<file path="config.mk">
export PLATFORM = sky130hd
export DESIGN_NAME = crs_core
export DESIGN_NICKNAME = d
export VERILOG_FILES = /design/src/hw/crs_pkg.sv /design/src/hw/crs_init_timer.sv /design/src/hw/crs_core.sv
export SDC_FILE = /design/constraint.sdc
export NUM_CORES = 1
export LEC_CHECK = 0
export ABC_AREA = 1
export BUFFER_PORTS_ARGS = -buffer_cell sky130_fd_sc_hd__buf_2
export CAP_MARGIN = 20
export CORE_MARGIN = 2
export CORE_UTILIZATION = 55
export CTS_BUF_LIST = sky130_fd_sc_hd__clkbuf_8 sky130_fd_sc_hd__clkbuf_16
export CTS_CLUSTER_DIAMETER = 120
export DETAILED_ROUTE_END_ITERATION = 10
export GPL_ROUTABILITY_DRIVEN = 0
export PLACE_DENSITY = 0.71
export SETUP_SLACK_MARGIN = 0.2
export SYNTH_ARGS = -nofsm -noshare
export SYNTH_HDL_FRONTEND = slang
export SYNTH_SLANG_ARGS = --single-unit
</file>
<file path="constraint.sdc">
create_clock -name clk_sys -period 2.1 [get_ports clk_sys]
set_input_delay 0.21 -clock clk_sys [delete_from_list [all_inputs] [get_ports clk_sys]]
set_output_delay 0.21 -clock clk_sys [all_outputs]
set_load 0.01 [all_outputs]
</file>
<file path="src/hw/crs_pkg.sv">
package crs_pkg;
  // register addresses on the host register port
  localparam logic [7:0] ADDR_HOST_INPUT = 8'h0A;
  localparam logic [7:0] ADDR_COMMAND_CODE = 8'h0B;
  localparam logic [7:0] ADDR_IRQ_ENABLE_MASK = 8'h0F;
  localparam logic [7:0] ADDR_PARAM_READBACK = 8'h10;
  localparam logic [7:0] ADDR_COMMAND_STATUS = 8'h11;
  // reset values
  localparam logic [7:0] RST_HOST_INPUT = 8'h00;
  localparam logic [7:0] RST_COMMAND_CODE = 8'h00;
  localparam logic [7:0] RST_IRQ_ENABLE_MASK = 8'h00;
  localparam logic [7:0] RST_PARAM_READBACK = 8'h00;
  localparam logic [7:0] RST_PARAM_ENTRY = 8'h00;
  localparam logic [3:0] RST_COMMAND_COUNTER = 4'hF;
  localparam logic [3:0] CLR_COMMAND_COUNTER = 4'h0;
  localparam logic [7:0] RD_UNMAPPED = 8'h00;
  // command_status field positions
  localparam int STAT_RUNNING_BIT = 7;
  localparam int STAT_SUSPEND_BIT = 6;
  localparam int STAT_SLEEP_BIT = 5;
  localparam int STAT_ERR_BIT = 4;
  // error codes as seen in bits 4:0 while the error flag is set
  localparam logic [4:0] ERR_INVALID_CMD = 5'h10;
  localparam logic [4:0] ERR_BAD_PARAM = 5'h11;
  localparam logic [4:0] ERR_SATURATION = 5'h12;
  localparam logic [4:0] ERR_OUT_OVERFLOW = 5'h13;
  // command encodings
  localparam logic [7:0] CMD_COUNTER_CLEAR = 8'h00;
  localparam logic [7:0] CMD_SOFT_RESET = 8'h01;
  localparam logic [1:0] CMD_OP_PARAM_QUERY = 2'h1;
  localparam logic [1:0] CMD_OP_PARAM_SET = 2'h2;
  // parameter table and output field sizes
  localparam int PARAM_ADDR_W = 6;
  localparam int PARAM_DEPTH = 44;
  localparam logic [5:0] OUT_FIELD_BYTES = 6'h1A;
  // timing
  localparam int CLK_PERIOD_NS = 20;
  localparam int INIT_TIME_NS = 1000;
  localparam int INIT_CYCLES = (INIT_TIME_NS + CLK_PERIOD_NS - 1) / CLK_PERIOD_NS;
  // processor state, gray coded along boot -> sleep -> exec -> sleep
  typedef enum logic [1:0] {
    CRS_BOOT = 2'h0,
    CRS_SLEEP = 2'h1,
    CRS_EXEC = 2'h3,
    CRS_SUSP = 2'h2
  } crs_state_e;
endpackage

</file>
<file path="src/hw/crs_init_timer.sv">
`timescale 1ns/10ps
module crs_init_timer #(
  parameter int CYCLES = crs_pkg::INIT_CYCLES
) (
  input wire logic clk_sys, // system clock
  input wire logic arst_n, // async reset, active low
  input wire logic restart, // restart the initialization delay
  output logic done_q // high once the delay has elapsed
);
  localparam int CW = $clog2(CYCLES + 1);
  localparam logic [CW-1:0] LAST = CW'(CYCLES - 1);

  logic [CW-1:0] cnt_q;

  always_ff @(posedge clk_sys or negedge arst_n) begin
    if (!arst_n) begin
      cnt_q <= '0;
      done_q <= 1'b0;
    end else if (restart) begin
      cnt_q <= '0;
      done_q <= 1'b0;
    end else if (!done_q) begin
      if (cnt_q == LAST) begin
        done_q <= 1'b1;
      end else begin
        cnt_q <= cnt_q + 1'b1;
      end
    end
  end
endmodule // crs_init_timer

</file>
<file path="src/hw/crs_core.sv">
// What this block does
// - hard or soft reset clears command code and interrupt enable registers.
// - parameter write copies the stored byte into the readback register.
// - parameter read places the fetched table byte into the readback register.
// - error flag cleared by power-up, soft reset and counter clear command.
// - invalid commands set the error flag; counter field then carries error code.
// - invalid command reports 0x10, invalid parameter location reports 0x11.
// - converter saturation or accumulation overflow reports 0x12.
// - repeated mode producing more than 26 output bytes reports 0x13.
// - without error, counter increments once per successful written command.
// - counter clear command sets the counter to zero.
// - power-up or soft reset loads the counter with all ones.
// - top three status bits show running, suspended, sleeping.
// - running right after reset, sleeping once initialization completes.
// - counter clear command touches only the counter field and the error flag.
`timescale 1ns/10ps
module crs_core #(
  parameter int DEPTH = crs_pkg::PARAM_DEPTH,
  parameter int INIT_CYCLES = crs_pkg::INIT_CYCLES
) (
  input wire logic clk_sys, // system clock, 50 MHz
  input wire logic arst_n, // async reset, active low
  input wire logic [7:0] reg_addr, // register address
  input wire logic reg_wr, // register write strobe
  input wire logic [7:0] reg_wdata, // register write data
  input wire logic reg_rd, // register read strobe
  input wire logic suspend_req, // measurement engine holds the core suspended
  input wire logic sat_evt, // converter saturation or accumulation overflow
  input wire logic burst_en, // repeated-measurement mode enabled
  input wire logic [5:0] burst_bytes, // configured output bytes per burst
  output logic [7:0] reg_rdata_q, // read data, valid the cycle after reg_rd
  output logic [7:0] irq_enable_q, // interrupt enable mask to interrupt logic
  output logic cmd_done_q // pulse when a command completes
);
  logic [7:0] host_input_q;
  logic [7:0] command_code_q;
  logic [7:0] param_readback_q;
  logic [3:0] command_counter_q;
  logic cmd_err_q;
  logic [4:0] err_code_q;
  logic cmd_pend_q;
  logic soft_rst_q;
  logic init_done;
  logic exec;
  logic [7:0] ptab_q [DEPTH];
  crs_pkg::crs_state_e state_q;
  crs_pkg::crs_state_e state_d;

  // command decode
  logic [1:0] cmd_op;
  logic [crs_pkg::PARAM_ADDR_W-1:0] cmd_idx;
  logic idx_ok;
  logic is_clear;
  logic is_reset;
  logic is_query;
  logic is_set;
  logic is_bad;
  logic ovf_now;
  logic ovf_q;
  logic err_evt;
  logic [4:0] err_evt_code;
  logic [7:0] status_byte;
  logic wr_hin;
  logic wr_cmd;
  logic wr_irq;
  logic cmd_good;

  assign cmd_op = command_code_q[7:6];
  assign cmd_idx = command_code_q[crs_pkg::PARAM_ADDR_W-1:0];
  assign idx_ok = (32'(cmd_idx) < DEPTH);
  assign is_clear = (command_code_q == crs_pkg::CMD_COUNTER_CLEAR);
  assign is_reset = (command_code_q == crs_pkg::CMD_SOFT_RESET);
  assign is_query = (cmd_op == crs_pkg::CMD_OP_PARAM_QUERY);
  assign is_set = (cmd_op == crs_pkg::CMD_OP_PARAM_SET);
  assign is_bad = !(is_clear || is_reset || is_query || is_set);
  assign exec = (state_q == crs_pkg::CRS_EXEC);
  assign ovf_now = burst_en && (burst_bytes > crs_pkg::OUT_FIELD_BYTES);
  // register write decodes
  assign wr_hin = reg_wr && (reg_addr == crs_pkg::ADDR_HOST_INPUT);
  assign wr_cmd = reg_wr && (reg_addr == crs_pkg::ADDR_COMMAND_CODE);
  assign wr_irq = reg_wr && (reg_addr == crs_pkg::ADDR_IRQ_ENABLE_MASK);
  // a command counts only when it executes cleanly with no error pending
  assign cmd_good = exec && !is_reset && !err_evt && !cmd_err_q;

  crs_init_timer #(
    .CYCLES(INIT_CYCLES)
  ) u_init (
    .clk_sys(clk_sys),
    .arst_n(arst_n),
    .restart(soft_rst_q),
    .done_q(init_done)
  );

  // error sources in priority order; the first code stays until cleared
  always_comb begin
    err_evt = 1'b0;
    err_evt_code = crs_pkg::ERR_INVALID_CMD;
    if (exec && is_bad) begin
      err_evt = 1'b1;
      err_evt_code = crs_pkg::ERR_INVALID_CMD;
    end else if (exec && (is_query || is_set) && !idx_ok) begin
      err_evt = 1'b1;
      err_evt_code = crs_pkg::ERR_BAD_PARAM;
    end else if (sat_evt) begin
      err_evt = 1'b1;
      err_evt_code = crs_pkg::ERR_SATURATION;
    end else if (ovf_now && !ovf_q) begin
      err_evt = 1'b1;
      err_evt_code = crs_pkg::ERR_OUT_OVERFLOW;
    end
  end

  // processor state
  always_comb begin
    state_d = state_q;
    case (state_q)
      crs_pkg::CRS_BOOT: begin
        if (init_done) begin
          state_d = crs_pkg::CRS_SLEEP;
        end
      end
      crs_pkg::CRS_SLEEP: begin
        if (suspend_req) begin
          state_d = crs_pkg::CRS_SUSP;
        end else if (cmd_pend_q) begin
          state_d = crs_pkg::CRS_EXEC;
        end
      end
      crs_pkg::CRS_EXEC: begin
        state_d = is_reset ? crs_pkg::CRS_BOOT : crs_pkg::CRS_SLEEP;
      end
      crs_pkg::CRS_SUSP: begin
        if (!suspend_req) begin
          state_d = crs_pkg::CRS_SLEEP;
        end
      end
      default: begin
        state_d = crs_pkg::CRS_BOOT;
      end
    endcase
  end

  always_ff @(posedge clk_sys or negedge arst_n) begin
    if (!arst_n) begin
      state_q <= crs_pkg::CRS_BOOT;
    end else if (soft_rst_q) begin
      state_q <= crs_pkg::CRS_BOOT;
    end else begin
      state_q <= state_d;
    end
  end

  // soft reset is applied one cycle after the command executes
  always_ff @(posedge clk_sys or negedge arst_n) begin
    if (!arst_n) begin
      soft_rst_q <= 1'b0;
    end else begin
      soft_rst_q <= exec && is_reset;
    end
  end

  // host writable registers
  // writes to read-only or unmapped addresses fall through untouched
  always_ff @(posedge clk_sys or negedge arst_n) begin
    if (!arst_n) begin
      host_input_q <= crs_pkg::RST_HOST_INPUT;
      command_code_q <= crs_pkg::RST_COMMAND_CODE;
      irq_enable_q <= crs_pkg::RST_IRQ_ENABLE_MASK;
      cmd_pend_q <= 1'b0;
    end else if (soft_rst_q) begin
      host_input_q <= crs_pkg::RST_HOST_INPUT;
      command_code_q <= crs_pkg::RST_COMMAND_CODE;
      irq_enable_q <= crs_pkg::RST_IRQ_ENABLE_MASK;
      cmd_pend_q <= 1'b0;
    end else begin
      if (wr_hin) begin
        host_input_q <= reg_wdata;
      end
      if (wr_irq) begin
        irq_enable_q <= reg_wdata;
      end
      // a new command write wins over completion of the previous one
      // commands written in boot or suspend wait here until sleep
      if (wr_cmd) begin
        command_code_q <= reg_wdata;
        cmd_pend_q <= 1'b1;
      end else if (exec) begin
        cmd_pend_q <= 1'b0;
      end
    end
  end

  // parameter table
  // every entry returns to its default on either reset
  always_ff @(posedge clk_sys or negedge arst_n) begin
    if (!arst_n) begin
      for (int i = 0; i < DEPTH; i++) begin
        ptab_q[i] <= crs_pkg::RST_PARAM_ENTRY;
      end
    end else if (soft_rst_q) begin
      for (int i = 0; i < DEPTH; i++) begin
        ptab_q[i] <= crs_pkg::RST_PARAM_ENTRY;
      end
    end else if (exec && is_set && idx_ok) begin
      ptab_q[cmd_idx] <= host_input_q;
    end
  end

  // readback register
  // an out-of-range index leaves the readback value as it was
  always_ff @(posedge clk_sys or negedge arst_n) begin
    if (!arst_n) begin
      param_readback_q <= crs_pkg::RST_PARAM_READBACK;
    end else if (soft_rst_q) begin
      param_readback_q <= crs_pkg::RST_PARAM_READBACK;
    end else if (exec && idx_ok) begin
      if (is_set) begin
        param_readback_q <= host_input_q;
      end else if (is_query) begin
        param_readback_q <= ptab_q[cmd_idx];
      end
    end
  end

  // overflow condition edge memory
  always_ff @(posedge clk_sys or negedge arst_n) begin
    if (!arst_n) begin
      ovf_q <= 1'b0;
    end else begin
      ovf_q <= ovf_now;
    end
  end

  // error flag and code; a new error wins over a clear in the same cycle
  always_ff @(posedge clk_sys or negedge arst_n) begin
    if (!arst_n) begin
      cmd_err_q <= 1'b0;
      err_code_q <= crs_pkg::ERR_INVALID_CMD;
    end else if (soft_rst_q) begin
      cmd_err_q <= 1'b0;
      err_code_q <= crs_pkg::ERR_INVALID_CMD;
    end else if (err_evt && !cmd_err_q) begin
      cmd_err_q <= 1'b1;
      err_code_q <= err_evt_code;
    end else if (exec && is_clear && !err_evt) begin
      cmd_err_q <= 1'b0;
    end
  end

  // command counter
  always_ff @(posedge clk_sys or negedge arst_n) begin
    if (!arst_n) begin
      command_counter_q <= crs_pkg::RST_COMMAND_COUNTER;
    end else if (soft_rst_q) begin
      command_counter_q <= crs_pkg::RST_COMMAND_COUNTER;
    end else if (exec && is_clear) begin
      command_counter_q <= crs_pkg::CLR_COMMAND_COUNTER;
    end else if (cmd_good) begin
      command_counter_q <= command_counter_q + 4'h1;
    end
  end

  // completion pulse; a soft reset completes when its reset is applied
  always_ff @(posedge clk_sys or negedge arst_n) begin
    if (!arst_n) begin
      cmd_done_q <= 1'b0;
    end else begin
      cmd_done_q <= exec && !is_reset || soft_rst_q;
    end
  end

  always_comb begin
    status_byte = 8'h00;
    status_byte[crs_pkg::STAT_RUNNING_BIT] = (state_q == crs_pkg::CRS_BOOT) || exec;
    status_byte[crs_pkg::STAT_SUSPEND_BIT] = (state_q == crs_pkg::CRS_SUSP);
    status_byte[crs_pkg::STAT_SLEEP_BIT] = (state_q == crs_pkg::CRS_SLEEP);
    // the counter stays underneath an error code and reappears once cleared
    if (cmd_err_q) begin
      status_byte[4:0] = err_code_q;
    end else begin
      status_byte[3:0] = command_counter_q;
    end
  end

  // register read port
  always_ff @(posedge clk_sys or negedge arst_n) begin
    if (!arst_n) begin
      reg_rdata_q <= crs_pkg::RD_UNMAPPED;
    end else if (reg_rd) begin
      case (reg_addr)
        crs_pkg::ADDR_HOST_INPUT: reg_rdata_q <= host_input_q;
        crs_pkg::ADDR_COMMAND_CODE: reg_rdata_q <= command_code_q;
        crs_pkg::ADDR_IRQ_ENABLE_MASK: reg_rdata_q <= irq_enable_q;
        crs_pkg::ADDR_PARAM_READBACK: reg_rdata_q <= param_readback_q;
        crs_pkg::ADDR_COMMAND_STATUS: reg_rdata_q <= status_byte;
        default: reg_rdata_q <= crs_pkg::RD_UNMAPPED;
      endcase
    end
  end
endmodule // crs_core

</file>
==> metrics.log, run 1 <==
[metrics] overflow left after global routing: 0
[metrics] TritonCTS Sinks: 412
[metrics] Hold Crit Class: input pin to flop
[metrics] CP Max Fanout: 11
[metrics] crit-path most repeated cell: nand2_1
[metrics] count of final hold-check violations: 0
[metrics] Post-synth ARST share: 1.00
[metrics] GRT Util Overall: 0.324
[metrics] share of the synthesized area in compound gates (AO/OA/AOI/OAI): 0.141
[metrics] number of vias in the routed layout: around 19000
[metrics] clock skew after layout: between 0.015 and 0.02 ns
[metrics] number of cells after detailed placement: 3010
[metrics] cell chain of the critical path: buf_4 > clkbuf_16 > nand2_1 > nand3_1 > nand2_1 > o21ai_2 > buf_4 > nand2_1 > nor2_4 > nand2_1 > nand2_1 > nand2_1
[metrics] number of global-route vias before repair: 18100
[metrics] part of the Yosys area used for sequential elements: 0.515
[metrics] Yosys warning total: 0
[metrics] largest net degree at the start of global routing: 73
[metrics] cells taking the most area after synthesis: dfrtp_1 51%, nand2_1 15%, o22ai_1 7.2%
[metrics] critical setup path kind: flop to flop
[metrics] kind of launch point of the worst setup path: flop
[metrics] vertical die dimension: between 150 and 200 µm
[metrics] Slew Limit Headroom: 0.647
[metrics] Crit path largest cell delay: 0.54 ns
[metrics] Syn Nets: approximately 2600
[metrics] portion of total power attributed to the clock network: 0.450
[metrics] multiplexer fraction of the synthesized cell area: 0.000500
[metrics] library cell with the largest summed area after synthesis: dfrtp_1
[metrics] worst path bufs/invs: 3
[metrics] Vias/cell: 5.98
[metrics] f_max: between 400 and 500 MHz
[metrics] largest vdd supply drop: a little over 0.0007 V
[metrics] total net switching power: about 4.3 mW
[metrics] Leak: 12.3 nW
[metrics] Synth Area in Adders: 0.00687
[metrics] main combinational cell family by area after synthesis: simple AND/OR/NAND/NOR gates
[metrics] EDFF count, synth: 0
[metrics] transition time at the pin with the least slew margin: about 0.53 ns
[metrics] data required time at the worst endpoint: about 2.6 ns
[metrics] sw frac: 0.251
[metrics] most common library cells after synthesis: 774 x nand2_1, 408 x dfrtp_1, 307 x inv_1
[metrics] Int Power: between 10 and 15 mW
[metrics] Routed WL per cell: approximately 20 µm
[metrics] Area growth, synth to finish: 21.1%
[metrics] share of layout cells above drive strength 1: 0.172
[metrics] combinational share of power: 0.084
[metrics] antenna diode count: 0
[metrics] Final Non-Filler Cells: 3141
[metrics] sequential group share of total power: 0.466
[metrics] # H-tree levels: 2
[metrics] clock transition at the register clock pins on the worst setup and hold paths after CTS: ~0.060 ns
[metrics] reported max-cap violation count: 0
[metrics] final HPWL from detailed placement: approximately 38000 µm
[metrics] library cell with the highest instance count after synthesis: nand2_1
[metrics] total count of max-transition violations in the final report: 0
[metrics] clock root cell: clkbuf_16
[metrics] run status: finished clean
[metrics] setup repair after global routing missed its margin: yes
[metrics] Top delay family on crit path: simple AND/OR/NAND/NOR gates
[metrics] primary flip-flop cell chosen by synthesis mapping: dfrtp_1
[metrics] die span in x: between 150 and 200 µm
[metrics] latest clock arrival within the worst-skew pair: 0.56 ns
[metrics] Final ANT Viol Nets: 0
[metrics] initial antenna violation count: 0
[metrics] number of buffers created by CTS: 44
[metrics] Top Ports: 46
[metrics] power per cell area: between 700 and 800 nW/µm²
[metrics] residual DRC count: 0
[metrics] minimum clock period after layout: 2.04 ns
[metrics] area of the die: ~38000 µm²
[metrics] cell with the biggest individual delay on the critical path: dfrtp_4
[metrics] flop and latch count out of synthesis: 412
[metrics] Mapped Cells: approximately 2500
[metrics] area share of the largest cell type after synthesis: 0.510
[metrics] Rows: 69
[metrics] library cells used by synthesis: 37
[metrics] CTS Buffer Depth: 3
[metrics] global-route wire length before repair: about 100000 µm
[metrics] average cell area after synthesis: a little under 8 µm²
[metrics] DR pass1 iterations: 6
[metrics] Initial Util: 0.561
[metrics] final cycle utilization of the critical path: 0.970
[metrics] Placeable Area: between 30000 and 40000 µm²
[metrics] setup-violating endpoint count in the final report: 0
[metrics] initial drt markers: 2239
[metrics] post-layout net count: approximately 2700
[metrics] Worst EP arrival: between 2 and 2.5 ns
[metrics] sum of routed wire length over all layers: ~64000 µm
[metrics] simple logic cell fraction of the synthesized area: 0.247
[metrics] TritonCTS clock tree: yes
[metrics] post-route setup TNS: 0 ns
[metrics] Design Power: ~17 mW
[metrics] Cell Area, Synth: 20000 µm²
[metrics] IO Port Bufs: 45
[metrics] parity-gate share of the synthesized area counting xor and xnor cells: 0.00131
[metrics] Critical Path End Type: flop
cell families after synthesis:
group	Yosys count
fa+ha+maj	11
flops	412
xor+xnor	3
mux	1
buf+inv	454
simple gates	1143
compound gates	501
power groups by stage:
stage	Sequential, mW	Clock (mW)	Combinational [mW]
final	8.02	7.74	1.45
after global routing	8.02	8.09	1.53
after CTS	8.01	7.78	1.29
after detailed placement	8.16	0	1.21
after global placement	8.15	0	1.20
after floorplan	8.15	0	0.529
metal layers:
layer	up-vias	global-route usage	wire length (µm)	part of all wire
li1	8531	-	-	-
met1	9079	0.450	26000	0.41
met2	1011	0.512	29200	0.46
met3	166	0.0560	6150	0.097
met4	0	0.123	2220	0.035
met5	-	0	0	0
sequential cells by signal, summed over array words and instances (netlist names):
register           cells
irq_enable_q           8
host_input_q           8
cmd_err_q              1
command_counter_q      4
reg_rdata_q            8
ptab_q               352
state_q                2
err_code_q             2
cmd_pend_q             1
soft_rst_q             1
cmd_done_q             1
ovf_q                  1
param_readback_q       8
command_code_q         8
u_init.done_q          1
u_init.cnt_q           6
layout by cell type, fill, tap and decap left out, drive strengths merged, types with 2 or more instances in the layout:
| master | instances |
|---|---|
| a21oi | 16 |
| o211ai | 2 |
| nand3 | 247 |
| o22a | 2 |
| clkinv | 13 |
| dfstp | 4 |
| dlygate4sd3 | 6 |
| nand4 | 8 |
| ha | 11 |
| nor2 | 75 |
| nor3 | 18 |
| inv | 322 |
| o22ai | 231 |
| dfrtp | 408 |
| nand2 | 795 |
| o21ai | 246 |
| buf | 194 |
| clkbuf | 68 |
| clkinvlp | 3 |
| xor2 | 2 |
path summary, 6_finish.rpt:
| check | from | slack, ns | endpoint | depth (start not counted) |
|---|---|---|---|---|
| min | reg_rd | 0.04 | reg_rdata_q[0] | 3 |
| max in group asynchronous | arst_n | 1.18 | ptab_q[98] | 3 |
| min reg2reg | reg_rdata_q[0] | 0.48 | reg_rdata_q[0] | 2 |
| max | command_code_q[0] | 0.06 | param_readback_q[3] | 12 |
| min in group asynchronous | arst_n | 0.16 | ptab_q[2] | 2 |
| max reg2reg | command_code_q[0] | 0.06 | param_readback_q[3] | 12 |
metrics by stage:
stage	cell area [µm²]	worst slack (ns)	util	hold slack [ns]
detailed placement	21400	-0.0932	0.600	0.159
floorplan	20000	0.273	-	-0.0856
CTS	23400	0.0443	0.654	0.0131
global route	24300	-0.0225	0.679	0.0686
global placement	21400	-0.0976	0.600	0.155
finish	24300	0.0627	0.679	0.0364
final cells by class:
cell class	count	area (µm²)
multi-input cells	1661	8490
clock buffers	59	1320
inverters	318	1230
well taps	461	577
repair buffers	209	2200
repair inverters	1	5.00
clock inverters	20	123
fillers	2809	11500
flip-flops and latches	412	10300
worst register-to-register path: stages (launching register included):
cell       delay [ns]
dfrtp_4          0.54
buf_4            0.21
clkbuf_16        0.17
nand2_1          0.06
nand3_1          0.09
nand2_1          0.09
o21ai_2          0.14
buf_4            0.13
nand2_1          0.13
nor2_4           0.19
nand2_1          0.07
nand2_1          0.06
nand2_1          0.05
timing repair:
item                                    CTS  global route
resized for setup                        72           148
hold endpoints to repair                102             0
setup buffers                             8            21
pin swaps                                 5            37
endpoints found under the setup margin  266           312
cloned                                    5            12
hold buffers                              6             0
No activity file was read; power rests on OpenSTA's default activity.
==> run 2: changes to the inputs <==
--- a/config.mk
+++ b/config.mk
@@ -8,13 +8,15 @@
 export ABC_AREA = 1
 export BUFFER_PORTS_ARGS = -buffer_cell sky130_fd_sc_hd__buf_2
 export CAP_MARGIN = 20
+export CELL_PAD_IN_SITES_DETAIL_PLACEMENT = 0
+export CELL_PAD_IN_SITES_GLOBAL_PLACEMENT = 1
 export CORE_MARGIN = 2
-export CORE_UTILIZATION = 55
+export CORE_UTILIZATION = 48
 export CTS_BUF_LIST = sky130_fd_sc_hd__clkbuf_8 sky130_fd_sc_hd__clkbuf_16
 export CTS_CLUSTER_DIAMETER = 120
 export DETAILED_ROUTE_END_ITERATION = 10
 export GPL_ROUTABILITY_DRIVEN = 0
-export PLACE_DENSITY = 0.71
+export PLACE_DENSITY_LB_ADDON = 0.1
 export SETUP_SLACK_MARGIN = 0.2
 export SYNTH_ARGS = -nofsm -noshare
 export SYNTH_HDL_FRONTEND = slang
==> metrics.log, run 2 (synthesis gave the netlist of run 1 again) <==
[metrics] setup repair after global routing missed its margin: yes (unchanged)
[metrics] count of final hold-check violations: 0 (unchanged)
[metrics] antenna diode count: 0 (unchanged)
[metrics] reg2reg start: command_code_q[0] (unchanged)
[metrics] setup-violating endpoint count in the final report: 1 (was 0)
[metrics] TritonCTS Sinks: 412 (unchanged)
[metrics] die span in x: 208 µm (was 195 µm)
[metrics] minimum clock period after layout: 2.10 ns (was 2.04 ns)
[metrics] post-layout net count: 2720 (was 2687)
[metrics] CP Max Fanout: 32 (was 11)
[metrics] clock skew after layout: 0.0164 ns (was 0.0186 ns)
[metrics] Placeable Area: 41000 µm² (was 35700 µm²)
[metrics] overflow left after global routing: 0 (unchanged)
[metrics] Design Power: 17.9 mW (was 17.2 mW)
[metrics] initial antenna violation count: 0 (unchanged)
[metrics] clock transition at the register clock pins on the worst setup and hold paths after CTS: 0.06 ns (about the same)
[metrics] total count of max-transition violations in the final report: 0 (unchanged)
[metrics] area of the die: 43400 µm² (was 38000 µm²)
[metrics] Critical Path End Type: flop (unchanged)
[metrics] Routed WL per cell: 20.4 µm (was 20.3 µm)
[metrics] GRT Util Overall: 0.296 (was 0.324)
[metrics] global-route wire length before repair: 101000 µm (was 97300 µm)
[metrics] largest vdd supply drop: 0.000951 V (was 0.000713 V)
[metrics] # H-tree levels: 2 (unchanged)
[metrics] Vias/cell: 5.66 (was 5.98)
[metrics] most common library cell in the layout ignoring fill and taps: nand2_1 (unchanged)
[metrics] share of layout cells above drive strength 1: 0.195 (was 0.172)
[metrics] final HPWL from detailed placement: 41400 µm (was 38200 µm)
[metrics] final cycle utilization of the critical path: 1.00 (was 0.970)
[metrics] residual DRC count: 0 (unchanged)
[metrics] post-route setup TNS: -0.00112 ns (was 0 ns)
[metrics] IO Port Bufs: 45 (unchanged)
[metrics] violated checks: negative setup slack
[metrics] number of buffers created by CTS: 47 (was 44)
[metrics] TritonCTS clock tree: yes (unchanged)
[metrics] initial drt markers: 1791 (was 2239)
[metrics] run status: finished, violations left (was finished clean)
[metrics] number of vias in the routed layout: 18400 (was 18800)
[metrics] Leak: 12.6 nW (was 12.3 nW)
[metrics] Critical Path Start: command_code_q[0] (unchanged)
[metrics] Slew Limit Headroom: 0.522 (was 0.647)
[metrics] latest clock arrival within the worst-skew pair: 0.58 ns (was 0.56 ns)
[metrics] Filler Cell Count: 3623 (was 2809)
[metrics] transition time at the pin with the least slew margin: 0.718 ns (was 0.529 ns)
[metrics] Top Ports: 46 (unchanged)
[metrics] largest net degree at the start of global routing: 71 (was 73)
[metrics] Hold WS: 0.0267 ns (was 0.0364 ns)
[metrics] number of flip-flops under the largest register name: 352 (unchanged)
[metrics] power per cell area: 711 nW/µm² (was 709 nW/µm²)
[metrics] Final ANT Viol Nets: 0 (unchanged)
[metrics] vertical die dimension: 208 µm (was 195 µm)
[metrics] Area growth, synth to finish: 25.7% (was 21.1%)
[metrics] Rows: 74 (was 69)
[metrics] Worst Setup Slack, final: -0.00112 ns (was 0.0627 ns)
[metrics] DR pass1 iterations: 5 (was 6)
[metrics] CTS Buffer Depth: 3 (unchanged)
[metrics] reported max-cap violation count: 0 (unchanged)
[metrics] clock root cell: clkbuf_16 (unchanged)
[metrics] sum of routed wire length over all layers: 66200 µm (was 63600 µm)
[metrics] data required time at the worst endpoint: 2.56 ns (was 2.55 ns)
[metrics] launch point of the worst hold path: reg_wdata[5] (was reg_rd)
[metrics] kind of launch point of the worst setup path: flop (unchanged)
[metrics] Initial Util: 0.488 (was 0.561)
[metrics] Top reg by flops: ptab_q (unchanged)
[metrics] number of global-route vias before repair: 17800 (was 18100)
[metrics] Worst EP arrival: 2.56 ns (was 2.49 ns)
[metrics] f_max: 476 MHz (was 491 MHz)
[metrics] Hold Crit Class: input pin to flop (unchanged)
[metrics] critical setup path kind: flop to flop (unchanged)
[metrics] commonest cells after routing, fill and taps aside: 717 x nand2_1, 405 x dfrtp_1, 313 x inv_1 (was 727 x nand2_1, 405 x dfrtp_1, 305 x inv_1)
[run 2: cell count changes in the layout (fill, tap and decap cells not counted), sizes merged]
cell,change
dlygate4sd3,+1
buf,+26
bufinv,+3
nand3,-1
clkinv,-4
inv,+4
clkbuf,+6
[run 2: worst max-delay path, stage by stage (launching register included)]
cell and delay [ns]:
dfrtp_4 0.52, buf_4 0.17, clkbuf_16 0.22, nand2_1 0.07, nand3_1 0.10, nand2_1 0.09, o21ai_1 0.23, nand2_1 0.17
nor2_4 0.17, nand2_1 0.07, nand2_1 0.09, nand2_1 0.06
[run 2: metrics by stage]
stage | util | instance area [µm²] | setup WS, ns | instances
after floorplan | - | 20000 | 0.273 | 2525
after global placement | 0.532 | 21800 | -0.291 | 3105
after detailed placement | 0.532 | 21800 | -0.283 | 3105
after CTS | 0.582 | 23900 | 0.0967 | 3208
after global routing | 0.614 | 25200 | -0.0251 | 3247
final | 0.614 | 25200 | -0.00112 | 3247
[run 2: path summary, 6_finish.rpt]
check	endpoint	slack [ns]	cells past startpoint
max in group asynchronous	command_counter_q[3]	1.14	3
worst max-delay path	param_readback_q[1]	-0.001	11
worst max register to register	param_readback_q[1]	-0.001	11
worst min-delay path	host_input_q[5]	0.03	5
min in group asynchronous	ptab_q[18]	0.24	2
worst min register to register	reg_rdata_q[0]	0.48	2
[run 2: metal layers]
metal | part of all wire | GRT usage
met5 | 0 | 0
met1 | 0.43 | 0.407
met4 | 0.029 | 0.0987
met3 | 0.073 | 0.0602
met2 | 0.47 | 0.470
[run 2: layout make-up]
class / instances / area, µm² / area share
timing repair buffer: 241 / 2660 / 0.106
tap: 532 / 666 / 0.0264
sequential: 412 / 10300 / 0.410
clock buffer: 60 / 1360 / 0.0538
inverter: 318 / 1230 / 0.0489
clock inverter: 24 / 213 / 0.00844
multi-input combinational: 1660 / 8750 / 0.347
[run 2: power breakdown]
group	internal (mW)	switching (mW)	total, mW
Sequential	7.98	0.0369	8.02
Clock	5.00	3.35	8.35
Combinational	0.465	1.07	1.53
Total	13.4	4.46	17.9
[run 2: timing repair]
action | 4_1_cts | 5_1_grt
hold endpoints to repair | 55 | 0
buffers inserted | 9 | 17
resized for setup | 102 | 213
setup endpoints to repair | 225 | 367
cloned | 3 | 22
pin swaps | 9 | 46
hold buffers | 7 | 0
==> run 3: changes to the inputs <==
--- a/config.mk
+++ b/config.mk
@@ -5,13 +5,12 @@
 export SDC_FILE = /design/constraint.sdc
 export NUM_CORES = 1
 export LEC_CHECK = 0
-export ABC_AREA = 1
 export BUFFER_PORTS_ARGS = -buffer_cell sky130_fd_sc_hd__buf_2
 export CAP_MARGIN = 20
 export CELL_PAD_IN_SITES_DETAIL_PLACEMENT = 0
 export CELL_PAD_IN_SITES_GLOBAL_PLACEMENT = 1
 export CORE_MARGIN = 2
-export CORE_UTILIZATION = 48
+export CORE_UTILIZATION = 35
 export CTS_BUF_LIST = sky130_fd_sc_hd__clkbuf_8 sky130_fd_sc_hd__clkbuf_16
 export CTS_CLUSTER_DIAMETER = 120
 export DETAILED_ROUTE_END_ITERATION = 10
==> metrics.log, run 3 <==
[metrics] commonest cells after routing, fill and taps aside: 396 x dfrtp_1, 233 x nand2_1, 205 x a21oi_1 (was 717 x nand2_1, 405 x dfrtp_1, 313 x inv_1)
[metrics] initial antenna violation count: 1 (was 0)
[metrics] minimum setup slack among reg-to-reg paths: -0.20 ns (was -0.001 ns)
[metrics] number of global-route vias before repair: 19300 (was 17800)
[metrics] most common library cell in the layout ignoring fill and taps: dfrtp_1 (was nand2_1)
[metrics] latest clock arrival within the worst-skew pair: 0.61 ns (was 0.58 ns)
[metrics] TritonCTS Sinks: 412 (unchanged)
[metrics] largest vdd supply drop: 0.000552 V (was 0.000951 V)
[metrics] number of flip-flops under the largest register name: 352 (unchanged)
[metrics] Placeable Area: 57800 µm² (was 41000 µm²)
[metrics] worst path bufs/invs: 3 (was 2)
[metrics] TritonCTS clock tree: yes (unchanged)
[metrics] Critical Path Start: command_code_q[0] (unchanged)
[metrics] Slew Limit Headroom: 0.402 (was 0.522)
[metrics] Mapped Cells: 2271 (was 2525)
[metrics] sum of routed wire length over all layers: 87200 µm (was 66200 µm)
[metrics] CTS Buffer Depth: 3 (unchanged)
[metrics] area used by sequential logic in the layout: 10300 µm² (about the same)
[metrics] setup repair after global routing missed its margin: yes (unchanged)
[metrics] average cell area after synthesis: 9.04 µm² (was 7.93 µm²)
[metrics] Post-Place Worst Slack: -0.457 ns (was -0.283 ns)
[metrics] reg2reg start: command_code_q[0] (unchanged)
[metrics] initial drt markers: 1711 (was 1791)
[metrics] # H-tree levels: 2 (unchanged)
[metrics] GRT Util Overall: 0.287 (was 0.296)
[metrics] share of layout cells above drive strength 1: 0.429 (was 0.195)
[metrics] clock root cell: clkbuf_16 (unchanged)
[metrics] Crit path largest cell delay: 0.53 ns (was 0.52 ns)
[metrics] setup-violating endpoint count in the final report: 349 (was 1)
[metrics] Worst EP arrival: 2.78 ns (was 2.56 ns)
[metrics] depth of the worst register-to-register path: 7 (was 11)
[metrics] f_max: 435 MHz (was 476 MHz)
[metrics] Syn Nets: 2311 (was 2565)
[metrics] Rows: 88 (was 74)
[metrics] most common library cells after synthesis: 408 x dfrtp_1, 393 x a21oi_1, 388 x nand2_1 (was 774 x nand2_1, 408 x dfrtp_1, 307 x inv_1)
[metrics] Final ANT Viol Nets: 0 (unchanged)
[metrics] Worst Setup Slack, final: -0.197 ns (was -0.00112 ns)
[metrics] final cycle utilization of the critical path: 1.09 (was 1.00)
[metrics] flop and latch count out of synthesis: 412 (unchanged)
[metrics] post-layout net count: 2579 (was 2720)
[metrics] total count of max-transition violations in the final report: 0 (unchanged)
[metrics] EDFF count, synth: 0 (unchanged)
[metrics] vertical die dimension: 246 µm (was 208 µm)
[metrics] part of the Yosys area used for sequential elements: 0.502 (was 0.515)
[metrics] Hold Crit Class: input pin to flop (unchanged)
[metrics] count of final hold-check violations: 0 (unchanged)
[metrics] logic depth of the worst setup path including buffers: 7 (was 11)
[metrics] Vias/cell: 5.84 (was 5.66)
[metrics] transition time at the pin with the least slew margin: 0.897 ns (was 0.718 ns)
[metrics] cells taking the most area after synthesis: dfrtp_1 50%, a21oi_1 9.6%, o21ai_0 9.0% (was dfrtp_1 51%, nand2_1 15%, o22ai_1 7.2%)
[metrics] Top reg by flops: ptab_q (unchanged)
[metrics] residual DRC count: 0 (unchanged)
[metrics] Routed WL per cell: 26.1 µm (was 20.4 µm)
[metrics] library cells used by synthesis: 65 (was 37)
[metrics] minimum clock period after layout: 2.30 ns (was 2.10 ns)
[metrics] kind of launch point of the worst setup path: flop (unchanged)
[metrics] number of buffers created by CTS: 50 (was 47)
[metrics] overflow left after global routing: 0 (unchanged)
[metrics] largest net degree at the start of global routing: 93 (was 71)
[metrics] data required time at the worst endpoint: 2.59 ns (was 2.56 ns)
[metrics] number of vias in the routed layout: 19500 (was 18400)
[metrics] area occupied by multi-input gates: 11900 µm² (was 8750 µm²)
[metrics] Yosys warning total: 0 (unchanged)
[metrics] Crit Reg-Reg Endpoint: param_readback_q[4] (was param_readback_q[1])
[metrics] library cell with the highest instance count after synthesis: dfrtp_1 (was nand2_1)
[metrics] final HPWL from detailed placement: 50500 µm (was 41400 µm)
[metrics] worst setup path endpoint: param_readback_q[4] (was param_readback_q[1])
[metrics] critical setup path kind: flop to flop (unchanged)
[metrics] Top delay family on crit path: compound AO/OA/AOI/OAI gates (was simple AND/OR/NAND/NOR gates)
[metrics] area share of the largest cell type after synthesis: 0.497 (was 0.510)
[metrics] Cell Area, Synth: 20500 µm² (was 20000 µm²)
[metrics] cell chain of the critical path: buf_12 > buf_16 > mux4_2 > a22oi_2 > buf_4 > nand4_1 > a221o_1 (was buf_4 > clkbuf_16 > nand2_1 > nand3_1 > nand2_1 > o21ai_1 > nand2_1 > nor2_4 > nand2_1 > nand2_1 > nand2_1)
[metrics] run status: finished, violations left (unchanged)
[metrics] violated checks: negative setup slack (unchanged)
[metrics] DR pass1 iterations: 7 (was 5)
[metrics] IO Port Bufs: 45 (unchanged)
[metrics] reported max-cap violation count: 0 (unchanged)
[metrics] cell with the biggest individual delay on the critical path: mux4_2 (was dfrtp_4)
[metrics] Critical Path End Type: flop (unchanged)
[metrics] die span in x: 246 µm (was 208 µm)
[metrics] primary flip-flop cell chosen by synthesis mapping: dfrtp_1 (unchanged)
[metrics] antenna diode count: 0 (unchanged)
[metrics] design area: 29800 µm² (was 25200 µm²)
[metrics] CP Max Fanout: 8 (was 32)
[metrics] Leak: 13.3 nW (was 12.6 nW)
[metrics] global-route wire length before repair: 130000 µm (was 101000 µm)
[metrics] Post-synth ARST share: 1.00 (unchanged)
[metrics] Filler Cell Count: 5278 (was 3623)
[metrics] clock skew after layout: 0.0256 ns (was 0.0164 ns)
[metrics] Initial Util: 0.355 (was 0.488)
[metrics] standard cell area after detailed placement: 23800 µm² (was 21800 µm²)
[metrics] clock transition at the register clock pins on the worst setup and hold paths after CTS: 0.06 ns (about the same)
[metrics] area of the die: 60600 µm² (was 43400 µm²)
[metrics] Area growth, synth to finish: 44.9% (was 25.7%)
[metrics] power per cell area: 660 nW/µm² (was 711 nW/µm²)
[metrics] library cell with the largest summed area after synthesis: dfrtp_1 (unchanged)
[metrics] Top Ports: 46 (unchanged)
[run 3: cells by family (layout without fill, tap and decap cells)]
kind of cell,Yosys count,after routing,share of synthesized area
AO/OA/AOI/OAI,902,902,0.243
multiplexers,130,130,0.0884
AND/OR/NAND/NOR,580,580,0.113
buffers and inverters,228,532,0.0433
XOR/XNOR,8,8,0.00341
adder cells (fa/ha/maj),11,11,0.00670
flip-flops,412,412,0.502
[run 3: power breakdown]
group | internal [mW] | switching [mW] | total (mW)
combinational | 1.07 | 1.80 | 2.88
sequential | 8.19 | 0.270 | 8.46
clock | 4.78 | 3.53 | 8.31
[run 3: how the worst min path moves through the flow]
stage | cells after the start | slack (ns) | endpoint | startpoint
finish | 5 | 0.09 | err_code_q[1] | sat_evt
CTS | 5 | 0.06 | err_code_q[1] | sat_evt
global placement | 1 | 0.17 | state_q[1] | arst_n
floorplan | 0 | -0.09 | cmd_done_q | arst_n
global route | 3 | 0.11 | ovf_q | burst_bytes[5]
detailed placement | 1 | 0.16 | u_init.cnt_q[1] | arst_n
[run 3: tightest hold or removal path: stages]
cell and delay (ns):
buf_2 0.13, a21oi_1 0.11, nor2_1 0.05, nor2_1 0.09, nor3_1 0.05
[run 3: metrics by stage]
stage / setup TNS, ns / std cells / power, mW / util / hold WS (ns)
3_3_place_gp: -20.74 / 3137 / 11.0 / 0.411 / 0.165
3_5_place_dp: -29.21 / 3137 / 11.0 / 0.411 / 0.164
2_1_floorplan: -0.407 / 2271 / 9.74 / - / -0.0856
5_1_grt: -56.98 / 3340 / 20.4 / 0.515 / 0.105
4_1_cts: -16.46 / 3321 / 19.7 / 0.488 / 0.0627
6_report: -29.80 / 3340 / 19.6 / 0.515 / 0.0880
[run 3: layout make-up]
cell class	count	area share
inverter	16	0.00202
clock inverter	27	0.00378
tap	765	0.0322
timing repair buffer	428	0.165
clock buffer	61	0.0483
multi-input combinational	1631	0.401
sequential	412	0.347
[run 3: metal layers]
layer	vias to the layer above	part of all wire	routed length (µm)	track usage
li1	8638	-	-	-
met1	10000	0.45	38900	0.412
met2	701	0.46	40200	0.450
met3	152	0.057	4940	0.0375
met4	2	0.036	3160	0.0902
met5	-	0.00013	11	0
[run 3: what timing repair did]
action,CTS,global route
endpoints found under the setup margin,369,371
gates cloned,26,0
pin swaps,107,159
hold endpoints to repair,218,0
resized for setup,542,440
hold buffers,12,0
setup buffers,58,20
